===== config.mk =====
export PLATFORM = sky130hd
export DESIGN_NAME = tlw_timebase_irq
export DESIGN_NICKNAME = d
export VERILOG_FILES = /design/src/hw/tlw_pkg.sv /design/src/hw/tlw_tick_div.sv /design/src/hw/tlw_timebase_irq.sv
export SDC_FILE = /design/constraint.sdc
export NUM_CORES = 1
export LEC_CHECK = 0
export BUFFER_PORTS_ARGS = -buffer_cell sky130_fd_sc_hd__buf_2
export CORE_MARGIN = 4
export CORE_UTILIZATION = 30
export DETAILED_ROUTE_END_ITERATION = 12
export SYNTH_ARGS = -nofsm -noshare
export SYNTH_HDL_FRONTEND = slang
export SYNTH_HIERARCHICAL = 1
export SYNTH_SLANG_ARGS = --single-unit

===== constraint.sdc =====
create_clock -name clk -period 3.2 [get_ports clk]
set_clock_uncertainty 0.2 [all_clocks]
set_input_delay 0.32 -clock clk [delete_from_list [all_inputs] [get_ports clk]]
set_output_delay 0.32 -clock clk [all_outputs]
set_load 0.01 [all_outputs]

===== src/hw/tlw_pkg.sv =====
// shared constants for the tick, supply detect and interrupt flag block
package tlw_pkg;
   // register byte offsets on the wishbone slave
   localparam logic [4:0] TICK_CONTROL_OFS  = 5'h00;
   localparam logic [4:0] SUPPLY_CTRL_OFS   = 5'h04;
   localparam logic [4:0] IRQ_FLAG_OFS      = 5'h08;
   localparam logic [4:0] IRQ_ENABLE_OFS    = 5'h0C;
   localparam logic [4:0] IRQ_STATUS_OFS    = 5'h10;

   // reset values
   localparam logic [7:0] TICK_CONTROL_RST  = 8'h37;
   localparam logic [7:0] SUPPLY_CTRL_RST   = 8'h00;
   localparam logic [7:0] IRQ_FLAG_RST      = 8'h00;
   localparam logic [7:0] IRQ_ENABLE_RST    = 8'h00;

   // tick control fields
   localparam int TICK_ON_BIT    = 7;
   localparam int TICK_SRC_BIT   = 6;
   localparam int TICK1_SEL_LSB  = 4;
   localparam int TICK0_SEL_LSB  = 0;
   localparam logic [7:0] TICK_CONTROL_MASK = 8'hF7;

   // supply detect control fields
   localparam int UV_FLAG_BIT    = 5;
   localparam int UV_ON_BIT      = 4;
   localparam int TRIP_SEL_LSB   = 0;
   localparam logic [7:0] SUPPLY_CTRL_MASK  = 8'h17;

   // request flag and enable bit positions
   localparam int TICK0_FLAG_BIT = 0;
   localparam int TICK1_FLAG_BIT = 1;
   localparam int SUPPLY_BIT     = 2;
   localparam int PMATCH_BIT     = 3;
   localparam int AMATCH_BIT     = 4;
   localparam int BMATCH_BIT     = 5;
   localparam int GROUP_EN_BIT   = 6;
   localparam int GLOBAL_EN_BIT  = 7;
   localparam int NUM_FLAGS      = 6;

   // status register fields
   localparam int ST_GROUP_FLAG  = 0;
   localparam int ST_STACK_FULL  = 1;
   localparam int ST_UV_FLAG     = 2;
   localparam int ST_VEC_REQ     = 3;

   // tick divider: base periods 2^8 and 2^12 tick-clock periods
   localparam int TICK0_BASE_LOG = 8;
   localparam int TICK1_BASE_LOG = 12;
   localparam int TICK_CNT_W     = 15;
   localparam logic [1:0] SYS_PRESCALE_LAST = 2'h3;

   // supply interrupt delay after the undervolt flag rises
   localparam int CLK_PERIOD_PS   = 4000;
   localparam int SUPPLY_DELAY_NS = 1000;
   localparam int SUPPLY_DELAY_CYC =
      (SUPPLY_DELAY_NS * 1000 + CLK_PERIOD_PS - 1) / CLK_PERIOD_PS;
   localparam int DELAY_CNT_W = $clog2(SUPPLY_DELAY_CYC + 1);
endpackage : tlw_pkg


===== src/hw/tlw_tick_div.sv =====
// free running tick divider with two selectable wrap outputs
`timescale 1ns/100ps
module tlw_tick_div #(
   parameter int CNT_W = tlw_pkg::TICK_CNT_W     // divider width
) (
   input  wire logic       clk,       // system clock
   input  wire logic       rst_n,     // async reset, active low
   input  wire logic       runEn,     // divider running
   input  wire logic       tickStep,  // one tick-clock period elapsed
   input  wire logic [2:0] sel0,      // period code of output zero
   input  wire logic [1:0] sel1,      // period code of output one
   output logic            wrap0,     // output zero wraps, pulse
   output logic            wrap1      // output one wraps, pulse
);
   import tlw_pkg::*;

   if (CNT_W < TICK_CNT_W) begin : g_chk
      $error("tlw_tick_div: CNT_W too small for longest period");
   end

   logic [CNT_W-1:0] cnt_q;
   logic [CNT_W-1:0] cnt_d;
   logic [CNT_W-1:0] mask0;
   logic [CNT_W-1:0] mask1;

   // low ones masks of the selected periods
   always_comb begin
      mask0 = CNT_W'((33'h1 << (TICK0_BASE_LOG + int'(sel0))) - 33'h1);
      mask1 = CNT_W'((33'h1 << (TICK1_BASE_LOG + int'(sel1))) - 33'h1);
   end

   // binary counter, stopped and cleared while the generator is off
   always_comb begin
      cnt_d = cnt_q;
      if (!runEn) begin
         cnt_d = '0;
      end else if (tickStep) begin
         cnt_d = cnt_q + CNT_W'(1);
      end
   end

   always_ff @(posedge clk or negedge rst_n) begin
      if (!rst_n) begin
         cnt_q <= '0;
      end else begin
         cnt_q <= cnt_d;
      end
   end

   // wrap happens on the step taken while the masked bits are all ones
   assign wrap0 = runEn && tickStep && ((cnt_q & mask0) == mask0);
   assign wrap1 = runEn && tickStep && ((cnt_q & mask1) == mask1);
endmodule : tlw_tick_div


===== src/hw/tlw_timebase_irq.sv =====
// tick generator, supply detector and multi-function flag logic
// Overview of operation
// - tick source select picks sub-clock at 0, system clock over four at 1
// - tick one period code picks 4096 to 32768 tick-clock periods
// - tick zero period code picks 256 doubling up to 32768 periods
// - tick generator runs only while its on bit is set
// - each tick divider overflow sets that output's own request flag
// - low supply sets supply flag; vector needs all enables and free stack
// - supply service clears global enable and group flag, keeps supply flag
// - timer modules give period, A and B match flags with enables
// - timer vector needs enables and free stack; service keeps timer flags
// - any request flag rising wakes from sleep or idle regardless of enables
// - set flags stay set until cleared by a flag register write, enable or not
// - entry pushes only program counter; routine saves other registers itself
// - interrupt return sets global enable; plain return leaves it clear
// - three-bit threshold selects one of eight trip levels 2.0V to 4.0V
// - read-only undervolt flag is 1 below trip level, 0 above
// - detector-on bit powers detector; clearing it switches detector off
// - detector stays active in power-down while its on bit is high
// - supply flag rises only a fixed delay after undervolt flag rises
// - undervolt flag toggles freely near the trip level, unfiltered
`timescale 1ns/100ps
module tlw_timebase_irq #(
   parameter int DELAY_CYC = tlw_pkg::SUPPLY_DELAY_CYC  // supply irq delay
) (
   input  wire logic        clk,          // system clock, 250 MHz
   input  wire logic        rst_n,        // async reset, active low
   // wishbone classic slave
   input  wire logic        wb_cyc_i,     // bus cycle
   input  wire logic        wb_stb_i,     // strobe
   input  wire logic        wb_we_i,      // write enable
   input  wire logic [4:0]  wb_adr_i,     // byte address
   input  wire logic [3:0]  wb_sel_i,     // byte lanes
   input  wire logic [31:0] wb_dat_i,     // write data
   output logic [31:0]      wb_dat_o,     // read data
   output logic             wb_ack_o,     // acknowledge
   // tick clock source
   input  wire logic        subClk,       // low-speed sub-clock level
   // timer module comparator matches
   input  wire logic        periodMatch,  // period match pulse
   input  wire logic        aMatch,       // A match pulse
   input  wire logic        bMatch,       // B match pulse
   // supply detector analog side
   input  wire logic        detectorRaw,  // async comparator output
   output logic             detectorOn,   // powers detector circuits
   output logic [2:0]       tripLevelSel, // trip level code
   // processor core
   input  wire logic        stackFull,    // stack has no free entry
   input  wire logic        vecTaken,     // core takes group vector, pulse
   input  wire logic        irqReturn,    // interrupt return executed
   output logic             groupVecReq,  // group vector request, level
   output logic             wakeUp        // wake from sleep or idle, pulse
);
   import tlw_pkg::*;

   if (DELAY_CYC < 1 || DELAY_CYC >= (1 << DELAY_CNT_W)) begin : g_chk
      $error("tlw_timebase_irq: DELAY_CYC out of range");
   end

   // ---------------- register bus ----------------
   logic [7:0]  tickCtl_q;
   logic [7:0]  tickCtl_d;
   logic [7:0]  supCtl_q;
   logic [7:0]  supCtl_d;
   logic [7:0]  enable_q;
   logic [7:0]  enable_d;
   logic        ack_q;
   logic        ack_d;
   logic [31:0] rdat_q;
   logic [31:0] rdat_d;
   logic        wrAcc;
   logic [7:0]  wbyte;

   // flags and status
   logic [NUM_FLAGS-1:0] flag_q;
   logic [NUM_FLAGS-1:0] flag_d;
   logic [NUM_FLAGS-1:0] flagSet;
   logic                 groupFlag_q;
   logic                 groupFlag_d;
   logic                 wake_q;
   logic                 wake_d;
   logic                 uvFlag;
   logic                 groupEvent;

   // tick clock
   logic       subClk_q;
   logic [1:0] pre_q;
   logic [1:0] pre_d;
   logic       tickStep;
   logic       wrap0;
   logic       wrap1;

   // supply detector path
   logic                   sync1_q;
   logic                   sync2_q;
   logic                   uvPrev_q;
   logic [DELAY_CNT_W-1:0] dly_q;
   logic [DELAY_CNT_W-1:0] dly_d;
   logic                   dlyRun_q;
   logic                   dlyRun_d;
   logic                   supplyEvent;

   // write to byte lane zero of an accepted write
   assign wrAcc = wb_cyc_i && wb_stb_i && wb_we_i && !ack_q && wb_sel_i[0];
   assign wbyte = wb_dat_i[7:0];

   // control registers and bus answer
   always_comb begin
      tickCtl_d = tickCtl_q;
      supCtl_d  = supCtl_q;
      enable_d  = enable_q;
      ack_d     = wb_cyc_i && wb_stb_i && !ack_q;
      rdat_d    = '0;
      if (wrAcc) begin
         case (wb_adr_i)
            TICK_CONTROL_OFS: tickCtl_d = wbyte & TICK_CONTROL_MASK;
            SUPPLY_CTRL_OFS: supCtl_d = wbyte & SUPPLY_CTRL_MASK;
            IRQ_ENABLE_OFS: enable_d = wbyte;
            default: ;
         endcase
      end
      // core entry and return steer the global enable
      if (vecTaken) begin
         enable_d[GLOBAL_EN_BIT] = 1'b0;
      end else if (irqReturn) begin
         enable_d[GLOBAL_EN_BIT] = 1'b1;
      end
      if (wb_cyc_i && wb_stb_i && !wb_we_i && !ack_q) begin
         case (wb_adr_i)
            TICK_CONTROL_OFS: rdat_d[7:0] = tickCtl_q;
            SUPPLY_CTRL_OFS: begin
               rdat_d[7:0] = supCtl_q;
               rdat_d[UV_FLAG_BIT] = uvFlag;
            end
            IRQ_FLAG_OFS: rdat_d[NUM_FLAGS-1:0] = flag_q;
            IRQ_ENABLE_OFS: rdat_d[7:0] = enable_q;
            IRQ_STATUS_OFS: begin
               rdat_d[ST_GROUP_FLAG] = groupFlag_q;
               rdat_d[ST_STACK_FULL] = stackFull;
               rdat_d[ST_UV_FLAG]    = uvFlag;
               rdat_d[ST_VEC_REQ]    = groupVecReq;
            end
            default: rdat_d = '0;
         endcase
      end
   end

   always_ff @(posedge clk or negedge rst_n) begin
      if (!rst_n) begin
         tickCtl_q <= TICK_CONTROL_RST;
         supCtl_q  <= SUPPLY_CTRL_RST;
         enable_q  <= IRQ_ENABLE_RST;
         ack_q     <= 1'b0;
         rdat_q    <= '0;
      end else begin
         tickCtl_q <= tickCtl_d;
         supCtl_q  <= supCtl_d;
         enable_q  <= enable_d;
         ack_q     <= ack_d;
         rdat_q    <= rdat_d;
      end
   end

   assign wb_ack_o = ack_q;
   assign wb_dat_o = rdat_q;

   // ---------------- tick generator ----------------
   // tick clock step: sub-clock rising edge or every fourth system clock
   always_comb begin
      pre_d = pre_q + 2'h1;
      if (tickCtl_q[TICK_SRC_BIT]) begin
         tickStep = (pre_q == SYS_PRESCALE_LAST);
      end else begin
         tickStep = subClk && !subClk_q;
      end
   end

   always_ff @(posedge clk or negedge rst_n) begin
      if (!rst_n) begin
         pre_q    <= '0;
         subClk_q <= 1'b0;
      end else begin
         pre_q    <= pre_d;
         subClk_q <= subClk;
      end
   end

   tlw_tick_div #(
      .CNT_W (TICK_CNT_W)
   ) u_div (
      .clk      (clk),
      .rst_n    (rst_n),
      .runEn    (tickCtl_q[TICK_ON_BIT]),
      .tickStep (tickStep),
      .sel0     (tickCtl_q[TICK0_SEL_LSB +: 3]),
      .sel1     (tickCtl_q[TICK1_SEL_LSB +: 2]),
      .wrap0    (wrap0),
      .wrap1    (wrap1)
   );

   // ---------------- supply detector ----------------
   assign detectorOn   = supCtl_q[UV_ON_BIT];
   assign tripLevelSel = supCtl_q[TRIP_SEL_LSB +: 3];

   // two-stage synchroniser of the comparator output
   always_ff @(posedge clk or negedge rst_n) begin
      if (!rst_n) begin
         sync1_q <= 1'b0;
         sync2_q <= 1'b0;
      end else begin
         sync1_q <= detectorRaw;
         sync2_q <= sync1_q;
      end
   end

   // flag follows every transition while the detector is powered
   assign uvFlag = sync2_q && detectorOn;

   // delay from undervolt rise to supply request
   always_comb begin
      dlyRun_d    = dlyRun_q;
      dly_d       = dly_q;
      supplyEvent = 1'b0;
      if (!uvFlag) begin
         dlyRun_d = 1'b0;
         dly_d    = '0;
      end else if (!uvPrev_q) begin
         dlyRun_d = 1'b1;
         dly_d    = DELAY_CNT_W'(1);
      end else if (dlyRun_q) begin
         if (dly_q == DELAY_CNT_W'(DELAY_CYC)) begin
            supplyEvent = 1'b1;
            dlyRun_d    = 1'b0;
         end else begin
            dly_d = dly_q + DELAY_CNT_W'(1);
         end
      end
   end

   always_ff @(posedge clk or negedge rst_n) begin
      if (!rst_n) begin
         uvPrev_q <= 1'b0;
         dlyRun_q <= 1'b0;
         dly_q    <= '0;
      end else begin
         uvPrev_q <= uvFlag;
         dlyRun_q <= dlyRun_d;
         dly_q    <= dly_d;
      end
   end

   // ---------------- request flags ----------------
   // hardware set events per flag
   always_comb begin
      flagSet                 = '0;
      flagSet[TICK0_FLAG_BIT] = wrap0;
      flagSet[TICK1_FLAG_BIT] = wrap1;
      flagSet[SUPPLY_BIT]     = supplyEvent;
      flagSet[PMATCH_BIT]     = periodMatch;
      flagSet[AMATCH_BIT]     = aMatch;
      flagSet[BMATCH_BIT]     = bMatch;
   end

   // software writes set or clear; a hardware set in the same cycle wins
   generate
      for (genvar i = 0; i < NUM_FLAGS; i++) begin : g_flag
         always_comb begin
            flag_d[i] = flag_q[i];
            if (wrAcc && wb_adr_i == IRQ_FLAG_OFS) begin
               flag_d[i] = wbyte[i];
            end
            if (flagSet[i]) begin
               flag_d[i] = 1'b1;
            end
         end
      end
   endgenerate

   // group flag: an enabled supply or timer source raised its flag
   always_comb begin
      groupEvent = |(flagSet[BMATCH_BIT:SUPPLY_BIT] &
                     enable_q[BMATCH_BIT:SUPPLY_BIT]);
      groupFlag_d = groupFlag_q;
      if (vecTaken) begin
         groupFlag_d = 1'b0;
      end
      if (groupEvent) begin
         groupFlag_d = 1'b1;
      end
      // wake on any flag going low to high, enables ignored
      wake_d = |(flag_d & ~flag_q);
   end

   always_ff @(posedge clk or negedge rst_n) begin
      if (!rst_n) begin
         flag_q      <= IRQ_FLAG_RST[NUM_FLAGS-1:0];
         groupFlag_q <= 1'b0;
         wake_q      <= 1'b0;
      end else begin
         flag_q      <= flag_d;
         groupFlag_q <= groupFlag_d;
         wake_q      <= wake_d;
      end
   end

   assign wakeUp = wake_q;

   // vector request; the core pushes only its program counter on entry
   assign groupVecReq = groupFlag_q && enable_q[GROUP_EN_BIT] &&
                        enable_q[GLOBAL_EN_BIT] && !stackFull;
endmodule : tlw_timebase_irq


==> reports/summary.txt, run 1 <==
Area contributors post-synth -> dfrtp_1 43%, mux2_2 7.7%, buf_4 5.5%, dfstp_2 3.7%, nand2_1 3.0%
Primary FF master, synth -> dfrtp_1
Iter 0 DRT Violations -> 94
WHS -> 0.00755 ns
Skew-Pair Late Insertion Delay -> 0.33 ns
Setup Viol. Count Final -> 0
Most frequent cell after synthesis -> dfrtp_1
Post-synthesis compound-gate area fraction -> 7.73%
Residual DRC -> 0
Die height -> 116 um
Total global routing overflow -> 0
Distinct cells, synth -> 45
Final Cell Area -> 0.00413 mm2
Clk slew on worst S/H paths -> 0.06 ns
Fin. max-slew vios -> 0
First-pass GRT wire length -> 12600 um
Peak VDD IR -> 247 uV
Number of vias per cell -> 4.70
Synth area leader -> dfrtp_1
Hold Crit Depth -> 3
Number of synthesized register bits -> 66
Most frequent cells after synthesis -> 61 x dfrtp_1, 28 x nand2_1, 26 x buf_4, 24 x mux2_2, 22 x inv_1
Die Span X -> 116 um
Crit end category -> flop
Part of the cycle the worst path needs -> 84.1%
Startpoint types -> input port
Reg2Reg Setup Slack -> 0.61 ns
CP Max Fanout -> 9
ANT cells -> 0
Pre-CTS setup slack -> 0.604 ns
Gr usage total -> 11.8%
Worst setup margin -> 0.510 ns
Pleak -> 1.93 nW
Largest net degree at the start of global routing -> 27
Total die area -> 0.0136 mm2
Mapped Cells -> 334
Pre-Repair DR Iteration Count -> 4
Hold Fails Final Rpt -> 0
Sink Count -> 66
RSZ-0062 raised after global routing -> false
Min Tclk post-route -> 2.69 ns
Setup bufs post-CTS -> 0
Synth top area share -> 43.3%
Vias in the first global route -> 2477
Worst slew pin tran -> 0.770 ns
Starting Density -> 30.8%
Ys Warns -> 6
Crit path kind -> in -> reg
Max Cap Viol -> 0
Ys async rst share -> 100%
Post-Syn Area -> 0.00353 mm2
Drt total wl -> 7500 um
Initial antenna violation count -> 0
Maximum level of the CTS H-tree -> 3
Routed Antenna Nets -> 0
TritonCTS clock tree -> done
Post-DP Area -> 0.00379 mm2
Hold crit path type -> in -> reg
TritonCTS Buffers -> 9
Post_cts resized -> 0
Largest family of logic cells by synthesized area -> simple AND/OR/NAND/NOR gates
Seq/Total Area, Yosys -> 47.0%
Layout Nets -> 443
# IOs -> 93
Simple-gate share of the synthesized area -> 18.0%
Rows -> 39
Root Driver -> clkbuf_16
Proportion of synthesized area in mux cells -> 11.8%
HPWL Detailed -> 5580 um
Wirelength per Cell -> 14.1 um
Number of flops mapped to enable cells by yosys -> 0
Status -> finished clean
Worst Reg2Reg Path Length in Cells -> 10
Avg Cell Area, Syn -> 10.6 um2
# hold bufs at CTS -> 4
Power Dens Cells -> 483 mW/mm2
Layout cells sized above 1 -> 25.2%
Slew headroom -> 48.2%
Via Count -> 2502
Synth Area in XOR/XNOR -> 4.47%
IO buf count -> 41
CP Data Arrival Time -> 2.74 ns
Maximum buffer depth of the clock tree -> 2
Final Wtd Congestion -> 0.847
Max Clock Freq -> 372 MHz
Required @ worst endpoint -> 3.25 ns
Core area -> 0.0115 mm2
Post-Synth Adder-Cell Area -> 1.77%
P&R area growth vs syn -> 17.1%
Sum of negative setup slack -> 0 ns
-- cell type report --
type	instances	area (um2)
Multi-Input combinational cell	236	1640
Clock inverter	7	76.3
Tap cell	143	179
Sequential cell	66	1660
Inverter	22	82.6
Clock buffer	9	225
Fill cell	1152	7340
Timing Repair Buffer	49	275
-- logic make-up (layout without fill, tap and decap cells) --
family	Yosys count	count (layout)
mux	36	36
compound gates	42	42
flops	66	66
simple gates	111	111
other cells	1	24
xor+xnor	18	18
buf+inv	55	87
fa+ha+maj	5	5
-- worst max-delay path, stage by stage --
cell and delay [ns]:
dlygate4sd3_1 0.52, buf_2 0.11, nand2b_1 0.05, o21ai_0 0.14, buf_4 0.18, nand4_4 0.17, or3_1 0.45, a2111oi_2 0.38
inv_1 0.12, o22ai_1 0.14, nor3_1 0.08, o211ai_1 0.09
-- where the power goes --
group / total (W) / switching [W] / internal (W) / leakage, nW
Clock: 0.000987 / 0.000379 / 0.000607 / 0.142
Sequential: 0.000875 / 0.0000198 / 0.000855 / 0.867
Combinational: 0.000135 / 0.0000817 / 0.0000529 / 0.917
Total: 0.00200 / 0.000481 / 0.00152 / 1.93
-- layer usage --
metal	wire [um]	GRT usage [%]
met1	3540	16.2
met2	3520	18.2
met3	343	3.68
met4	90	3.25
met5	0	0
-- flip-flops by register name, summed over array words and instances, names as in the netlist, 2 cells and up --
signal,count
flag_q,6
wb_dat_o,8
pre_q,2
supCtl_q,4
u_div/cnt_q,15
tickCtl_q,7
dly_q,8
enable_q,8
-- final timing paths --
path,startpoint,to
worst max register to register,tickCtl_q[6]$_DFFE_PN0P_,wakeUp$_DFF_PN0_
max in group asynchronous,rst_n,tickCtl_q[1]$_DFFE_PN1P_
worst min register to register,sync1_q$_DFF_PN0_,sync2_q$_DFF_PN0_
min in group asynchronous,rst_n,dly_q[7]$_DFFE_PN0P_
worst max-delay path,subClk,wakeUp$_DFF_PN0_
worst min-delay path,irqReturn,enable_q[7]$_DFFE_PN0P_
-- placed cells by master, fill, tap and decap left out, drive strengths merged, types with 3 or more instances in the layout --
cell | synthesis | routed
dfrtp | 61 | 61
buf | 30 | 45
nand2 | 28 | 28
mux2 | 24 | 24
conb | 1 | 24
inv | 22 | 24
nor2 | 14 | 14
o21ai | 11 | 11
and2 | 11 | 11
nand3 | 10 | 10
a21oi | 10 | 10
mux2i | 10 | 10
xnor2 | 10 | 10
clkbuf | 3 | 9
nor3 | 8 | 8
xor2 | 8 | 8
nand4 | 8 | 8
nor4 | 8 | 8
nand2b | 5 | 5
nor2b | 5 | 5
ha | 5 | 5
dfstp | 5 | 5
dlygate4sd3 | 0 | 4
or3 | 4 | 4
nand3b | 3 | 3
and3 | 3 | 3
a22oi | 3 | 3
a32oi | 3 | 3
o22ai | 3 | 3
o211ai | 3 | 3
-- per-stage QoR --
step	total power, W	instances	util [%]
floorplan	0.000982	357	-
global placement	0.00102	512	33.0
detailed placement	0.00102	512	33.0
CTS	0.00203	532	36.0
global route	0.00208	532	36.0
finish	0.00200	532	36.0
(Power assumes the default switching activity.)
==> run 2: changes to the inputs <==
==> constraint.sdc (replaced) <==
create_clock -name clk -period 2.25 [get_ports clk]
set_clock_uncertainty 0.2 [all_clocks]
set_input_delay 0.225 -clock clk [delete_from_list [all_inputs] [get_ports clk]]
set_output_delay 0.225 -clock clk [all_outputs]
set_load 0.01 [all_outputs]
==> reports/summary.txt, run 2 (synthesized netlist as in run 1, its figures left out) <==
Final Power -> 0.00297 W (+49%)
Slew headroom -> 66.8% (+19 points)
Min Tclk post-route -> 2.38 ns
Commonest cells after routing, fill and taps aside -> 61 x dfrtp_1, 41 x buf_2, 29 x buf_4
Sw power -> 0.000652 W (+36%)
Iter 0 DRT Violations -> 77 (-18%)
Hold path endpoint -> flag_q[1]$_DFF_PN0_
Largest register FFs -> 15 (unchanged)
Part of the cycle the worst path needs -> 106%
Placed insts -> 535 (+4.5%)
Total global routing overflow -> 0 (unchanged)
Int Pwr -> 0.00232 W (+53%)
Rows -> 39 (unchanged)
ANT cells -> 0 (unchanged)
Root Driver -> clkbuf_16
Capture point of the worst reg-to-reg path -> wakeUp$_DFF_PN0_
Clk pwr share -> 50.0% (+0.6 points)
Power Dens Cells -> 660 mW/mm2 (+37%)
Sink Count -> 66 (unchanged)
First-pass GRT wire length -> 13600 um (+8.3%)
RSZ-0062 raised after global routing -> true
CP Data Arrival Time -> 2.40 ns (-0.34 ns)
Drt total wl -> 8150 um (+8.6%)
Failing checks -> setup timing
Maximum level of the CTS H-tree -> 3 (unchanged)
Hold Fails Final Rpt -> 0 (unchanged)
TritonCTS clock tree -> done
Via Count -> 2742 (+9.6%)
Seq. cell area -> 0.00166 mm2 (unchanged)
Max Cap Viol -> 0 (unchanged)
# IOs -> 93 (unchanged)
Status -> complete, but fails checks
Fin cells -> 568 (+6.8%)
Sequential share of power -> 41.6% (-2.2 points)
Largest net degree at the start of global routing -> 67 (+150%)
Die height -> 116 um (unchanged)
Hold Crit Start -> wb_dat_i[1]
Maximum buffer depth of the clock tree -> 2 (unchanged)
Required @ worst endpoint -> 2.28 ns (-0.97 ns)
Die Span X -> 116 um (unchanged)
Vias in the first global route -> 2749 (+11%)
HPWL Detailed -> 5870 um (+5.2%)
FF-to-FF Start -> tickCtl_q[2]$_DFFE_PN1P_
Final Core Density -> 39.3% (+3.3 points)
Number of vias per cell -> 4.83 (+2.6%)
Starting Density -> 30.8% (unchanged)
Worst slew pin tran -> 0.493 ns (-0.278 ns)
Setup Viol. Count Final -> 2 (+2)
Hold Crit Depth -> 2 (-1)
Startpoint types -> flop
Reg2Reg Setup Slack -> -0.13 ns (-0.74 ns)
Switching share of power -> 21.9% (-2.1 points)
Comb pwr share -> 8.3% (+1.6 points)
P&R area growth vs syn -> 27.7%
Wirelength per Cell -> 14.3 um (+1.7%)
TritonCTS Buffers -> 9 (unchanged)
CP Max Fanout -> 4 (-5)
Crit end category -> flop
Gr usage total -> 12.9% (+1.1 points)
Layout filler cell count -> 1110 (-3.6%)
Max Clock Freq -> 420 MHz
Worst Reg2Reg Path Length in Cells -> 10 (unchanged)
Residual DRC -> 0 (unchanged)
Pre-Repair DR Iteration Count -> 4 (unchanged)
Worst setup margin -> -0.130 ns (-0.639 ns)
Fin. max-slew vios -> 0 (unchanged)
IO buf count -> 41 (unchanged)
Pre-CTS setup slack -> -0.135 ns (-0.738 ns)
Hold crit path type -> in -> reg
Pleak -> 2.12 nW (+9.9%)
WHS -> 0.0220 ns (+0.0144 ns)
Multi-input gate area -> 0.00168 mm2 (+2.8%)
Initial antenna violation count -> 0 (unchanged)
Routed Antenna Nets -> 0 (unchanged)
Most common cell after layout, fill and taps aside -> dfrtp_1
Clk slew on worst S/H paths -> 0.05 ns (about the same)
Layout Nets -> 479 (+8.1%)
Final Wtd Congestion -> 0.812 (-4.2%)
Total die area -> 0.0136 mm2 (unchanged)
Crit path kind -> reg -> reg
Skew-Pair Late Insertion Delay -> 0.33 ns (about the same)
Layout cells sized above 1 -> 30.4% (+5.2 points)
Largest Register -> u_div/cnt_q
Core area -> 0.0115 mm2 (unchanged)
Peak VDD IR -> 372 uV (+50%)
[run 2: metal layers]
| metal | up-vias | share of wire, % | track usage (%) |
|---|---|---|---|
| met1 | 1365 | 47 | 17.2 |
| met2 | 66 | 48 | 20.1 |
| met3 | 11 | 4.4 | 3.42 |
| li1 | 1300 | - | - |
| met4 | 0 | 1.5 | 5.03 |
| met5 | - | 0 | 0 |
[run 2: worst max-delay path, stage by stage, from the launching register on]
cell and delay [ns]:
dfstp_2 0.56, or3_4 0.15, ha_4 0.12, nor2_1 0.06
a32oi_1 0.26, o2111ai_2 0.18, a2111oi_4 0.33, inv_1 0.10
o22ai_1 0.14, nor3_1 0.07, o211ai_1 0.11
[run 2: per-stage QoR]
stage	setup TNS (ns)	area, um2
2_1_floorplan	0	3620
3_3_place_gp	-0.103	3980
3_5_place_dp	-0.135	3980
4_1_cts	-0.132	4480
5_1_grt	-0.290	4500
6_report	-0.219	4500
[run 2: worst max path at each step]
stage / slack [ns] / cells after the start / startpoint / to
after floorplan: 0.01 / 11 / tickCtl_q[1]$_DFFE_PN1P_ / wakeUp$_DFF_PN0_
after global placement: -0.10 / 10 / tickCtl_q[6]$_DFFE_PN0P_ / wakeUp$_DFF_PN0_
after detailed placement: -0.13 / 11 / tickCtl_q[2]$_DFFE_PN1P_ / wakeUp$_DFF_PN0_
after CTS: -0.08 / 11 / tickCtl_q[2]$_DFFE_PN1P_ / wakeUp$_DFF_PN0_
after global routing: -0.16 / 10 / tickCtl_q[2]$_DFFE_PN1P_ / wakeUp$_DFF_PN0_
final: -0.13 / 10 / tickCtl_q[2]$_DFFE_PN1P_ / wakeUp$_DFF_PN0_
[run 2: power by group through the flow]
stage,sequential [W],combinational (W),clock (W)
after detailed placement,0.00126,0.000219,0
final,0.00124,0.000248,0.00149
after global routing,0.00124,0.000278,0.00158
after CTS,0.00124,0.000245,0.00153
after floorplan,0.00125,0.000145,0
after global placement,0.00126,0.000213,0
[run 2: final cells by class]
cell class	instances	share of cell area, %
Multi-Input combinational cell	236	37.3
Timing Repair Buffer	85	12.9
Sequential cell	66	36.8
Inverter	22	1.83
Clock buffer	11	5.39
Clock inverter	5	1.72
Tap cell	143	3.97
[run 2: timing repair]
action,4_1_cts,5_1_grt
hold buffers,14,0
gates resized for setup,3,3
setup buffers,3,0
pin swaps,9,1
hold endpoints to repair,75,0
setup endpoints to repair,1,3
